**src/rtl/gwc_consts.svh**
```systemverilog
// Purpose: constants of the gain word control interface
// Assumes: included by bare name after the package
// Notes:   byte addresses of the apb register map and field positions
`ifndef GWC_CONSTS_SVH
`define GWC_CONSTS_SVH

`define GWC_WORD_W          9
`define GWC_FINE_LSB        0
`define GWC_COARSE_LSB      4
`define GWC_DIR_BIT         8
`define GWC_COARSE_STEP     9'h00f
`define GWC_GAIN_REF_WORD   9'h100

`define GWC_ADDR_W          8
`define GWC_OFS_CTRL        8'h00
`define GWC_OFS_GAIN        8'h04
`define GWC_OFS_SHIFT       8'h08
`define GWC_OFS_STATUS      8'h0c

`define GWC_CTRL_SER_ONLY   0
`define GWC_CTRL_FORCE_PD   1
`define GWC_ST_MODE         9
`define GWC_ST_PD           10
`define GWC_ST_SCK          11
`define GWC_ST_TENTHS_LSB   16
`define GWC_ST_TENTHS_MSB   25

`define GWC_PIN_W           11
`define GWC_PIN_RST         11'h400
`define GWC_LATCH_RST       9'h000
`define GWC_SHIFT_RST       9'h000

`endif

```
**src/rtl/gwc_pkg.sv**
```systemverilog
// Purpose: shared types of the gain word control interface
// Assumes: nothing
// Notes:   numeric constants live in gwc_consts.svh
package gwc_pkg;
  typedef logic [8:0] gwc_word_t;
  typedef logic signed [9:0] gwc_tenths_t;
  typedef enum logic {
    GWC_PARALLEL,
    GWC_SERIAL
  } gwc_mode_e;
endpackage

```
**src/rtl/gwc_sync.sv**
```systemverilog
// Purpose: two flip-flop synchroniser for a group of pin levels
// Assumes: each bit is an independent level
// Notes:   reset value is a parameter so pulled pins start at their rest
`timescale 1ns/1ps
module gwc_sync #(
  parameter int              W   = 1,
  parameter logic [W-1:0]    RST = '0
) (
  input  wire logic          clk,
  input  wire logic          rstn,
  input  wire logic [W-1:0]  data_in,
  output logic      [W-1:0]  data_out
);
  logic [W-1:0] meta;

  // meta feeds only data_out
  always_ff @(posedge clk) begin
    if (!rstn) begin
      meta     <= RST;
      data_out <= RST;
    end else begin
      meta     <= data_in;
      data_out <= meta;
    end
  end
endmodule

```
**src/rtl/gwc_gain_ctrl.sv**
```systemverilog
// Purpose: digital control section of a logarithmic gain/attenuator
// Assumes: all pins are asynchronous to clk; link clock far below clk
// Notes:   shared pins change role with the interface mode
//
// Summary of operation
// RULE1: one gain setting is held as a nine-bit control word.
// RULE2: settings span -24 to +24 dB in tenth-decibel steps.
// RULE3: interface select high means serial, low means parallel.
// RULE4: the serial-only variant has no parallel mode at all.
// RULE5: serial input bit is captured on each shift clock rising edge.
// RULE6: shift register output advances on each shift clock falling edge.
// RULE7: serial output pin shows the output stage while in serial mode.
// RULE8: load-in strobe copies shift register into the gain latch.
// RULE9: read-back strobe copies the gain latch into the shift register.
// RULE10: serial mode ignores the unused coarse, fine and direction pins.
// RULE11: parallel mode takes the four coarse bits straight from pins.
// RULE12: parallel mode takes the four fine bits straight from pins.
// RULE13: parallel mode takes the direction bit straight from its pin.
// RULE14: powerdown input high powers down, low runs normally.
// RULE15: undriven interface select reads high, other inputs read low.
// RULE16: direction one with all other bits zero is the 0 dB word.
// RULE17: controller pulses strobes only while the shift clock is low.
// RULE18: first bit shifted in becomes bit zero of the word.
// RULE19: coarse bits give 0 to 22.5 dB in 1.5 dB steps; direction.
// RULE20: fine bits give 0 to 1.5 dB in 0.1 dB steps, same direction.
// RULE21: gain latch and shift register start at all zero.
`timescale 1ns/1ps
`include "gwc_consts.svh"
module gwc_gain_ctrl #(
  parameter logic                SERIAL_ONLY = 1'b0
) (
  input  wire logic                  clk,
  input  wire logic                  rstn,
  input  wire logic [`GWC_ADDR_W-1:0] paddr,
  input  wire logic                  psel,
  input  wire logic                  penable,
  input  wire logic                  pwrite,
  input  wire logic [31:0]           pwdata,
  output logic      [31:0]           prdata,
  output logic                       pready,
  output logic                       pslverr,
  input  wire logic                  interface_select,
  input  wire logic                  power_down_in,
  input  wire logic                  direction_select,
  input  wire logic                  coarse_sel_3,
  input  wire logic                  coarse_sel_2,
  input  wire logic                  coarse_sel_1,
  input  wire logic                  coarse_sel_0,
  input  wire logic                  fine_sel_3,
  input  wire logic                  fine_sel_2,
  input  wire logic                  fine_sel_1,
  input  wire logic                  fine_sel_0_in,
  output logic                       fine_sel_0_out,
  output logic                       fine_sel_0_oe,
  output gwc_pkg::gwc_word_t         gain_word,
  output gwc_pkg::gwc_tenths_t       gain_tenths,
  output logic                       power_down,
  output logic                       serial_mode
);
  import gwc_pkg::*;

  // signed tenths of a decibel; attenuation is negative
  function automatic gwc_tenths_t word_tenths(input gwc_word_t w);
    logic [8:0] coarse;
    logic [8:0] mag;
    coarse = {5'h00, w[`GWC_COARSE_LSB +: 4]};
    // coarse step is fifteen tenths, fine step one tenth
    mag    = coarse * `GWC_COARSE_STEP
             + {5'h00, w[`GWC_FINE_LSB +: 4]}; // see RULE19 RULE20
    // direction one with zero magnitude gives 0 dB
    if (w[`GWC_DIR_BIT]) begin // see RULE16
      word_tenths = -$signed({1'b0, mag});
    end else begin
      word_tenths = $signed({1'b0, mag});
    end
  endfunction

  logic [`GWC_PIN_W-1:0] pins_raw;
  logic [`GWC_PIN_W-1:0] pins_s;
  logic                  iface_s;
  logic                  pdn_s;
  logic                  dir_s;
  logic [3:0]            coarse_s;
  logic [3:0]            fine_s;
  logic                  sck_d;
  logic                  sck_rise;
  logic                  sck_fall;
  logic                  load_in_strobe_s;
  logic                  readback_strobe_s;
  logic                  sin_s;
  logic                  sck_s;
  gwc_mode_e             mode;
  gwc_word_t             shift_q;
  gwc_word_t             latch_q;
  gwc_word_t             next_word;
  logic                  sod_q;
  logic                  ctrl_ser_only;
  logic                  ctrl_force_pd;
  logic                  apb_setup;
  logic                  apb_wr;
  logic                  hit;
  logic [31:0]           next_rdata;

  assign pins_raw = {interface_select, power_down_in, direction_select,
                     coarse_sel_3, coarse_sel_2, coarse_sel_1,
                     coarse_sel_0, fine_sel_3, fine_sel_2, fine_sel_1,
                     fine_sel_0_in};

  // reset value keeps interface select high and the rest low, as the
  // pull resistors would leave them
  gwc_sync #(
    .W   (`GWC_PIN_W),
    .RST (`GWC_PIN_RST)
  ) u_pin_sync (
    .clk      (clk),
    .rstn     (rstn),
    .data_in  (pins_raw),
    .data_out (pins_s)
  ); // see RULE15

  assign iface_s  = pins_s[10];
  assign pdn_s    = pins_s[9];
  assign dir_s    = pins_s[8];
  assign coarse_s = pins_s[7:4];
  assign fine_s   = pins_s[3:0];

  // serial roles of the shared pins
  assign load_in_strobe_s = coarse_s[2];
  assign sin_s  = coarse_s[1];
  assign readback_strobe_s = coarse_s[0];
  assign sck_s  = fine_s[2];

  // interface mode; serial-only variant never falls to parallel
  always_comb begin
    if (ctrl_ser_only || iface_s) begin // see RULE3 RULE4
      mode = GWC_SERIAL;
    end else begin
      mode = GWC_PARALLEL;
    end
  end

  assign serial_mode = (mode == GWC_SERIAL);

  // shift clock edge finder, on the synchronised level only
  always_ff @(posedge clk) begin
    if (!rstn) begin
      sck_d <= 1'b0;
    end else begin
      sck_d <= sck_s;
    end
  end

  assign sck_rise = serial_mode && sck_s && !sck_d;
  assign sck_fall = serial_mode && !sck_s && sck_d;

  // shift register; read-back load wins over a shift because the
  // strobe is only legal with the shift clock low
  always_ff @(posedge clk) begin
    if (!rstn) begin
      shift_q <= `GWC_SHIFT_RST; // see RULE21
    end else if (serial_mode && readback_strobe_s) begin
      shift_q <= latch_q; // see RULE9 RULE17
    end else if (sck_rise) begin
      // enters at the top so the first bit ends at bit zero
      shift_q <= {sin_s, shift_q[8:1]}; // see RULE5 RULE18
    end
  end

  // output stage follows bit zero on falling edges, or the latch
  // straight after a read-back load
  always_ff @(posedge clk) begin
    if (!rstn) begin
      sod_q <= 1'b0;
    end else if (serial_mode && readback_strobe_s) begin
      sod_q <= latch_q[0]; // see RULE9
    end else if (sck_fall) begin
      sod_q <= shift_q[0]; // see RULE6
    end
  end

  // the fine bit zero pin turns into the serial output in serial mode
  assign fine_sel_0_out = sod_q;
  assign fine_sel_0_oe  = serial_mode; // see RULE7

  // gain latch; the pin strobe wins over a software write
  always_ff @(posedge clk) begin
    if (!rstn) begin
      latch_q <= `GWC_LATCH_RST; // see RULE21
    end else if (serial_mode && load_in_strobe_s) begin
      latch_q <= shift_q; // see RULE8
    end else if (apb_wr && paddr == `GWC_OFS_GAIN) begin
      latch_q <= pwdata[`GWC_WORD_W-1:0];
    end
  end

  // active word; unused pins have no path in serial mode
  always_comb begin
    if (serial_mode) begin
      next_word = latch_q; // see RULE10 RULE1
    end else begin
      next_word = {dir_s, coarse_s, fine_s}; // see RULE11 RULE12 RULE13
    end
  end

  always_ff @(posedge clk) begin
    if (!rstn) begin
      gain_word   <= `GWC_LATCH_RST;
      gain_tenths <= '0;
    end else begin
      gain_word   <= next_word;
      gain_tenths <= word_tenths(next_word); // see RULE2
    end
  end

  // powerdown leaves the digital section and the latch running
  always_ff @(posedge clk) begin
    if (!rstn) begin
      power_down <= 1'b0;
    end else begin
      power_down <= pdn_s || ctrl_force_pd; // see RULE14
    end
  end

  // apb slave: zero wait states, data prepared in the setup cycle
  assign apb_setup = psel && !penable;
  assign apb_wr    = psel && penable && pwrite;
  assign pready    = 1'b1;

  always_comb begin
    hit        = 1'b1;
    next_rdata = 32'h0000_0000;
    case (paddr)
      `GWC_OFS_CTRL: begin
        next_rdata[`GWC_CTRL_SER_ONLY] = ctrl_ser_only;
        next_rdata[`GWC_CTRL_FORCE_PD] = ctrl_force_pd;
      end
      `GWC_OFS_GAIN: begin
        next_rdata[`GWC_WORD_W-1:0] = latch_q;
      end
      `GWC_OFS_SHIFT: begin
        next_rdata[`GWC_WORD_W-1:0] = shift_q;
      end
      `GWC_OFS_STATUS: begin
        next_rdata[`GWC_WORD_W-1:0] = gain_word;
        next_rdata[`GWC_ST_MODE]    = serial_mode;
        next_rdata[`GWC_ST_PD]      = power_down;
        next_rdata[`GWC_ST_SCK]     = sck_s;
        next_rdata[`GWC_ST_TENTHS_MSB:`GWC_ST_TENTHS_LSB] = gain_tenths;
      end
      default: begin
        hit = 1'b0;
      end
    endcase
  end

  always_ff @(posedge clk) begin
    if (!rstn) begin
      prdata  <= 32'h0000_0000;
      pslverr <= 1'b0;
    end else if (apb_setup) begin
      prdata  <= pwrite ? 32'h0000_0000 : next_rdata;
      pslverr <= !hit;
    end
  end

  // control register; reset picks the built variant
  always_ff @(posedge clk) begin
    if (!rstn) begin
      ctrl_ser_only <= SERIAL_ONLY;
      ctrl_force_pd <= 1'b0;
    end else if (apb_wr && paddr == `GWC_OFS_CTRL) begin
      // the serial-only variant cannot be unlocked by software
      ctrl_ser_only <= SERIAL_ONLY || pwdata[`GWC_CTRL_SER_ONLY]; // see RULE4
      ctrl_force_pd <= pwdata[`GWC_CTRL_FORCE_PD];
    end
  end
endmodule

```
**config.mk**
```make
export PLATFORM = sky130hd
export DESIGN_NAME = gwc_gain_ctrl
export DESIGN_NICKNAME = d
export VERILOG_FILES = /design/src/rtl/gwc_pkg.sv /design/src/rtl/gwc_sync.sv /design/src/rtl/gwc_gain_ctrl.sv
export VERILOG_INCLUDE_DIRS = /design/src /design/src/rtl
export SDC_FILE = /design/constraint.sdc
export NUM_CORES = 1
export LEC_CHECK = 0
export ABC_AREA = 1
export BUFFER_PORTS_ARGS = -buffer_cell sky130_fd_sc_hd__buf_2
export CAP_MARGIN = 30
export CORE_ASPECT_RATIO = 1.2
export CORE_MARGIN = 1.5
export CORE_UTILIZATION = 48
export CTS_CLUSTER_DIAMETER = 80
export DETAILED_ROUTE_END_ITERATION = 8
export PLACE_DENSITY = 0.86
export RECOVER_POWER = 100
export SYNTH_ARGS = -nofsm -noshare
export SYNTH_HDL_FRONTEND = slang
export SYNTH_SLANG_ARGS = --single-unit
```
**constraint.sdc**
```tcl
create_clock -name clk -period 3.6 [get_ports clk]
set_input_delay 0.36 -clock clk [delete_from_list [all_inputs] [get_ports clk]]
set_output_delay 0.36 -clock clk [all_outputs]
set_load 0.005 [all_outputs]
```
==> implementation parameters, run 1 <==
Parameter                              Value

Worst setup path
  Family with the most delay on the worst path    adder cells
  Crit Reg-Reg Startpoint    ctrl_ser_only
  Worst reg-to-reg setup slack    -40 ps
  Startpoint kind of the worst setup timing path    flip-flop
  Data arrival time of the critical path    3900 ps
  Critical setup path kind    reg2reg
  Req. time, crit path    3870 ps
  Capturing point of the worst reg2reg path    gain_tenths[4]
  Largest stage delay on the critical path    490 ps
  Library cell contributing the largest single delay on the critical path    sky130_fd_sc_hd__fa_1
  Highest net fanout along the worst path    6
  Kind of capture point of the worst setup path    flip-flop
  Count of buffer and inverter cells on the critical path    8
  Worst Reg2Reg Path Length in Cells    21
  Dominant cell type by count on the critical path    sky130_fd_sc_hd__inv_2
  Cells along the critical path    nor2_4 -> inv_2 -> or2_0 -> o21ai_2 -> nor2_2 -> inv_2 -> nand2_2 -> inv_2 -> ha_4 -> fa_1 -> inv_1 -> fa_1 -> inv_2 -> ha_4 -> inv_4 -> nand2_4 -> a21oi_4 -> buf_4 -> buf_4 -> o21a_1 -> nor3_1

STA
  Part of the cycle the worst path needs    1.010
  Worst-case clock skew    12.08 ps
  TNS Setup    -77.51 ps
  Pin slew with the least headroom to its limit    707.5 ps
  Number of max-slew violations in the final report    0
  Crit path time final    3637 ps
  Max Clock Freq    275.0 MHz
  Max-slew headroom at the worst pin    0.5278
  Setup violation total in the final timing report    3
  Setup repair after global routing missed its margin    true
  Number of failing hold endpoints at the final stage    0
  Worst-case hold slack    166.0 ps
  Worst Slack Setup Final    -36.89 ps

Pwr
  Leakage    2.588 nW
  Switch share    0.3024
  Net switching power    0.7038 mW
  Combinational share of power    0.221
  Power per cell area    444.9 nW/um^2
  Worst IR Drop VDD    272.3 uV
  Proportion of power drawn by flip-flops and latches    0.443
  Final Power    2.327 mW
  Pint    1.624 mW
  Share of power burned in the clock network    0.336

Clock tree
  Clk sinks    87
  Worst-skew pair later-pin latency    370 ps
  Clock Path Buffers    2
  Clock root buffer master    sky130_fd_sc_hd__clkbuf_8
  Number of buffers added by the clock tree synthesis step    9
  H-tree depth reported by CTS    3
  Hold buffer count at cts    0
  CTS tree    built
  Clock-pin transition on the worst setup and hold timing paths    90 ps

Yosys
  Post-synthesis instance total    573
  Combinational family with the most area after synthesis    simple AND/OR/NAND/NOR gates
  Number of flops mapped to enable cells by yosys    0
  Area share of xor/xnor cells in the synthesized design    0
  Multiplexer fraction of the synthesized cell area    0.002356
  Count of distinct cell types in the synthesized netlist    37
  Synth Area in Compound Gates    0.1455
  Adder-Cell Fraction of Synth Area    0.08127
  Number of flip-flops and latches in the synthesized netlist    87
  Simple-gate area share of the yosys netlist    0.2365
  Post-Syn Area    4249 sq um
  Proportion of synthesized chip area in sequential cells    0.4099
  Share of flip-flops with an asynchronous set or reset after synthesis    0
  Post-synth top flop    sky130_fd_sc_hd__dfxtp_1
  Synthesis Warnings    0
  Avg Cell Area, Syn    7.415 sq um

Global routing
  Number of antenna violations at the first check in global routing    0
  Via count of the first global-routing pass    3,689
  Total track usage    0.2254
  Pin count of the biggest net entering global routing    45
  GR Overflow Total    0
  Wire length of the first global-routing pass    16,390 microns

Worst hold path
  Start point of the worst min-delay path    fine_sel_0_in
  Hold Crit Endpoint    u_pin_sync.meta[0]
  Number of cells on the worst hold path    3
  Worst min-delay path class    in2reg

Drt
  Detailed-route wire length    11,330 microns
  First DRT Iteration DRCs    355
  Number of vias per cell after detailed routing    5.242
  Number of antenna-violating nets in the routed design    0
  Remaining design rule violation count    0
  Routed len/inst    14.46 microns
  Via count of the routed design    4,110
  Drt pass-1 iters    5

Placed design
  Port Buffer Count    78
  Placed wire-length estimate    7658 microns
  Pre-CTS setup slack    1.106 ps
  Final weighted congestion in routability-driven placement    0.8887

Die
  FP Rows    37
  I/O Pins    113
  DIE WIDTH    88.89 microns
  Core region area    8564 sq um
  Area enclosed by the die boundary    9428 sq um
  Die span in y    106.1 microns
  Initial cell density of the core    0.4961

Flow run
  Maxcap violations    0

Status
  Violated checks    negative setup slack
  Status    finished, violations left

Cells and area
  Number of nets at the end of the flow    742
  Number of antenna cells inserted    0
  Share of layout cells above drive strength 1    0.2594
  Layout overhead on the synthesized area    23.12%
## metal layers
layer	wire length, microns	global-route usage	share of wire	vias to the layer above
met5	0	0	0	-
met4	440	0.08817	0.039	0
met3	688	0.05435	0.061	50
met2	5560	0.3810	0.49	191
met1	4644	0.2715	0.41	1880
li1	-	-	-	1989
## Yosys cell counts (all sizes together) (6+ instances only)
library cell,number,area share
dfxtp,87,0.41
inv,89,0.079
buf,21,0.034
nand3,47,0.055
ha,18,0.053
clkbuf,11,0.0097
nor3,8,0.013
a21oi,46,0.054
o21ai,37,0.045
o211ai,6,0.011
nor2,39,0.041
fa,6,0.028
nand2,130,0.12
## worst max-delay path by stage
stage | from | endpoint | slack [ps] | cells past startpoint
after floorplan | u_pin_sync.data_out[10] | gain_tenths[8] | 20 | 24
after global placement | ctrl_ser_only | gain_tenths[8] | 50 | 23
after detailed placement | ctrl_ser_only | gain_tenths[8] | 1 | 23
after CTS | ctrl_ser_only | gain_tenths[8] | 2 | 23
after global routing | ctrl_ser_only | gain_tenths[4] | -200 | 21
final | ctrl_ser_only | gain_tenths[4] | -40 | 21
## worst reg2reg max path, cell delays in order (launching register included)
cell,delay [ps]
sky130_fd_sc_hd__dfxtp_2,350
sky130_fd_sc_hd__nor2_4,170
sky130_fd_sc_hd__inv_2,50
sky130_fd_sc_hd__or2_0,210
sky130_fd_sc_hd__o21ai_2,90
sky130_fd_sc_hd__nor2_2,70
sky130_fd_sc_hd__inv_2,60
sky130_fd_sc_hd__nand2_2,50
sky130_fd_sc_hd__inv_2,70
sky130_fd_sc_hd__ha_4,200
sky130_fd_sc_hd__fa_1,470
sky130_fd_sc_hd__inv_1,50
sky130_fd_sc_hd__fa_1,490
sky130_fd_sc_hd__inv_2,50
sky130_fd_sc_hd__ha_4,290
sky130_fd_sc_hd__inv_4,50
sky130_fd_sc_hd__nand2_4,80
sky130_fd_sc_hd__a21oi_4,70
sky130_fd_sc_hd__buf_4,140
sky130_fd_sc_hd__buf_4,130
sky130_fd_sc_hd__o21a_1,200
sky130_fd_sc_hd__nor3_1,200
## sequential cells by signal (all words and copies together) (netlist names), 9 cells and up
name / flops
u_pin_sync.data_out: 11
gain_word: 9
gain_tenths: 10
latch_q: 9
prdata: 22
shift_q: 9
u_pin_sync.meta: 11
## power by group through the flow
stage	clock [mW]	combinational [mW]	sequential (mW)
floorplan	0	0.272	1.05
global placement	0	0.372	1.05
detailed placement	0	0.385	1.05
CTS	0.783	0.391	1.03
global route	0.828	0.562	1.03
finish	0.781	0.515	1.03
## cell type report
class                           count  area (sq um)
Sequential cell                    87          1743
Multi-Input combinational cell    374          2210
Tap cell                          117         146.4
Timing Repair Buffer              101         566.8
Clock inverter                      6         91.34
Clock buffer                       10         137.6
Fill cell                         753          3333
Inverter                           89         336.6
## what timing repair did
action	4_1_cts	5_1_grt
pin swaps	4	12
resized for setup	1	36
setup buffers	1	3
endpoints found under the setup margin	1	6
## per-stage QoR
stage | cells | utilization | instance area, sq um
2_1_floorplan | 582 | - | 4337
6_report | 784 | 0.6108 | 5231
3_5_place_dp | 764 | 0.5626 | 4818
5_1_grt | 784 | 0.6108 | 5231
3_3_place_gp | 764 | 0.5626 | 4818
4_1_cts | 781 | 0.5904 | 5056
## cells in the final DEF, fill, tap and decap left out, types with 13 or more instances in the layout
| master | instances |
|---|---|
| sky130_fd_sc_hd__nor2_1 | 31 |
| sky130_fd_sc_hd__inv_1 | 81 |
| sky130_fd_sc_hd__buf_4 | 22 |
| sky130_fd_sc_hd__nand3_1 | 41 |
| sky130_fd_sc_hd__o21ai_0 | 32 |
| sky130_fd_sc_hd__ha_1 | 13 |
| sky130_fd_sc_hd__buf_2 | 78 |
| sky130_fd_sc_hd__nand2_1 | 118 |
| sky130_fd_sc_hd__dfxtp_1 | 86 |
| sky130_fd_sc_hd__a21oi_1 | 42 |
## cells by family after synthesis
family | after synthesis
DFF | 87
other | 2
buffers and inverters | 121
and+or+nand+nor | 231
adders and majority gates | 24
AOI/OAI and AO/OA | 107
muxes | 1
Note: power is estimated with default switching activity, not from simulation.
==> run 2: changes to the inputs <==
--- a/config.mk
+++ b/config.mk
@@ -16,6 +16,7 @@
 export DETAILED_ROUTE_END_ITERATION = 8
 export PLACE_DENSITY = 0.86
 export RECOVER_POWER = 100
+export REMOVE_ABC_BUFFERS = 1
 export SYNTH_ARGS = -nofsm -noshare
 export SYNTH_HDL_FRONTEND = slang
 export SYNTH_SLANG_ARGS = --single-unit
==> run 2 against run 1 <==
Compared with the run above:
- the flow still finishes with violations (negative setup slack)
- combinational power is 4.9% higher
- final cell count is 0.89% higher
- flip-flop and latch count stayed put
- sequential share of layout area is 0.46 points lower
- via count is 1.5% higher
- global-route usage is 1.2 points higher
- sequential power hardly changed
- clock power is 1% lower
- first-iteration DRC count is 1.1% higher
- non-clock buffer count is 7 higher
- die area stayed put
- largest cell class unchanged
==> implementation parameters, run 2 (synthesized netlist as in run 1, its figures left out) <==
Parameter                              Value

Worst hold path
  Worst min-delay path class    in2reg
  Number of cells on the worst hold path    2 (-1)

Drt
  Length of routed wiring on met1    4622 microns (-0.47%)
  Routed length on met2    5818 microns (+4.6%)
  Drt pass-1 iters    7 (+2)
  Via count of the routed design    4,170 (+1.5%)
  Number of vias per cell after detailed routing    5.272 (+0.56%)
  Met3 wirelength from detailed routing    762 microns (+11%)
  Routed len/inst    14.72 microns (+1.8%)
  Number of antenna-violating nets in the routed design    0 (unchanged)
  Detailed-route wire length    11,640 microns (+2.7%)
  First DRT Iteration DRCs    359 (+1.1%)
  Top sig layer    met4
  Remaining design rule violation count    0 (unchanged)

Cells and area
  Flip-flop count of the largest register after layout    22 (unchanged)
  Most common cell after layout, fill and taps aside    sky130_fd_sc_hd__nand2_1
  Layout overhead on the synthesized area    24.94%
  Design area    5309 sq um (+1.5%)
  Number of nets at the end of the flow    749 (+0.94%)
  Number of antenna cells inserted    0 (unchanged)
  Share of layout cells above drive strength 1    0.2849 (+0.02550)
  Number of non-filler instances in the completed layout    791 (+0.89%)
  Register bank with the most flops    prdata
  Most frequent cells in the layout    117 x sky130_fd_sc_hd__nand2_1, 85 x sky130_fd_sc_hd__dfxtp_1, 78 x sky130_fd_sc_hd__buf_2, 77 x sky130_fd_sc_hd__inv_1, 40 x sky130_fd_sc_hd__a21oi_1
  Top flop regs    prdata (22), u_pin_sync.data_out (11), u_pin_sync.meta (11)

Placed design
  Pre-CTS setup slack    -205.2 ps (-206.3 ps)
  Placed instance area    4797 sq um (-0.44%)
  Final weighted congestion in routability-driven placement    0.9024 (+1.5%)
  Placed wire-length estimate    7518 microns (-1.8%)
  Port Buffer Count    78 (unchanged)
  Cell count after placement    767 (+0.39%)

Pwr
  Final Power    2.343 mW (+0.65%)
  Leakage    2.631 nW (+1.7%)
  Worst IR Drop VDD    239.2 uV (-12%)
  Power per cell area    441.2 nW/um^2 (-0.82%)

Worst setup path
  Worst Reg2Reg Path Length in Cells    22 (+4.8%)
  Data arrival time of the critical path    4020 ps (+120 ps)
  Kind of capture point of the worst setup path    flip-flop
  Req. time, crit path    3860 ps (about the same)
  Startpoint kind of the worst setup timing path    flip-flop
  Critical setup path kind    reg2reg
  Highest net fanout along the worst path    5 (-1)

Clock tree
  Clock root buffer master    sky130_fd_sc_hd__clkbuf_8
  CTS tree    built
  Clock-pin transition on the worst setup and hold timing paths    100 ps (about the same)
  Hold buffer count at cts    0 (unchanged)
  Worst-skew pair later-pin latency    370 ps (about the same)
  Number of buffers added by the clock tree synthesis step    9 (unchanged)
  Clk sinks    87 (unchanged)
  H-tree depth reported by CTS    3 (unchanged)
  Clock Path Buffers    2 (unchanged)

Die
  Die span in y    106.1 microns (unchanged)
  Initial cell density of the core    0.4961 (unchanged)
  Area enclosed by the die boundary    9428 sq um (unchanged)
  FP Rows    37 (unchanged)
  Core region area    8564 sq um (unchanged)
  DIE WIDTH    88.89 microns (unchanged)
  I/O Pins    113 (unchanged)

STA
  Worst Slack Setup Final    -158.9 ps (-122.0 ps)
  Setup repair after global routing missed its margin    true
  Number of failing hold endpoints at the final stage    0 (unchanged)
  Max-slew headroom at the worst pin    0.3752 (-0.1526)
  TNS Setup    -519.0 ps (-441.4 ps)
  Part of the cycle the worst path needs    1.044 (+0.03388)
  Setup violation total in the final timing report    6 (+3)
  Number of max-slew violations in the final report    0 (unchanged)
  Crit path time final    3759 ps (+122.0 ps)
  Worst-case clock skew    15.21 ps (+3.132 ps)
  Max Clock Freq    266.0 MHz (-3.2%)
  Pin slew with the least headroom to its limit    936.1 ps (+228.6 ps)

Status
  Status    finished, violations left
  Violated checks    negative setup slack

Global routing
  Pin count of the biggest net entering global routing    45 (unchanged)
  Wire length of the first global-routing pass    17,440 microns (+6.4%)
  Via count of the first global-routing pass    3,877 (+5.1%)
  Number of antenna violations at the first check in global routing    0 (unchanged)
  GR Overflow Total    0 (unchanged)
  Total track usage    0.2373 (+0.01187)

Flow run
  Maxcap violations    0 (unchanged)
[run 2: changes by cell type in the layout (fill, tap and decap cells not counted), sizes merged]
cell / previous run / this run
inv: 91 / 92
clkbuf: 10 / 9
buf: 101 / 108
[run 2: final timing paths]
path                           start                     end  slack (ps)
setup / recovery       ctrl_ser_only          gain_tenths[8]        -160
setup reg to reg       ctrl_ser_only          gain_tenths[8]        -160
hold reg to reg   u_pin_sync.meta[3]  u_pin_sync.data_out[3]         420
hold / removal      interface_select     u_pin_sync.meta[10]         170
[run 2: layout make-up]
type	count	area [sq um]
sequential	87	1744
clock buffer	9	123.9
tap	117	146.4
multi-input combinational	374	2240
inverter	89	336.6
fill	662	3256
clock inverter	7	102.6
timing repair buffer	108	615.6
[run 2: through the flow]
stage / hold slack [ps] / util
6_report: 170.0 / 0.6199
5_1_grt: 169.7 / 0.6199
4_1_cts: 158.3 / 0.5977
3_5_place_dp: 395.5 / 0.5601
3_3_place_gp: 392.9 / 0.5601
2_1_floorplan: 390.0 / -
[run 2: what timing repair did]
item                       in CTS  in global routing
gates cloned                    0                  0
pin swaps                      13                 17
gates resized for setup        13                 49
setup buffers                   7                  2
setup endpoints to repair       6                  6
[run 2: worst max-delay path, stage by stage, from the launching register on]
cell	delay, ps
sky130_fd_sc_hd__dfxtp_2	340
sky130_fd_sc_hd__nor2_4	170
sky130_fd_sc_hd__inv_2	50
sky130_fd_sc_hd__or2_0	210
sky130_fd_sc_hd__o21ai_2	110
sky130_fd_sc_hd__nor2_2	80
sky130_fd_sc_hd__inv_2	70
sky130_fd_sc_hd__nand2_2	50
sky130_fd_sc_hd__inv_2	80
sky130_fd_sc_hd__ha_4	200
sky130_fd_sc_hd__fa_1	490
sky130_fd_sc_hd__inv_2	40
sky130_fd_sc_hd__fa_1	520
sky130_fd_sc_hd__inv_2	50
sky130_fd_sc_hd__ha_4	160
sky130_fd_sc_hd__nor2_1	120
sky130_fd_sc_hd__nand2_1	180
sky130_fd_sc_hd__nand3_2	190
sky130_fd_sc_hd__nand3_4	100
sky130_fd_sc_hd__nor2_4	120
sky130_fd_sc_hd__nand3_2	110
sky130_fd_sc_hd__a21oi_2	160
sky130_fd_sc_hd__nor2_1	50
[run 2: layer usage]
metal	track usage	up-vias
li1	-	2002
met4	0.1194	0
met3	0.04969	46
met1	0.2847	1912
met5	0	-
met2	0.3945	210
[run 2: power breakdown]
part / internal, mW / total [mW] / leakage [nW] / switching [mW]
sequential: 1.01 / 1.03 / 0.711 / 0.0254
clock: 0.401 / 0.772 / 0.116 / 0.371
combinational: 0.207 / 0.540 / 1.80 / 0.333
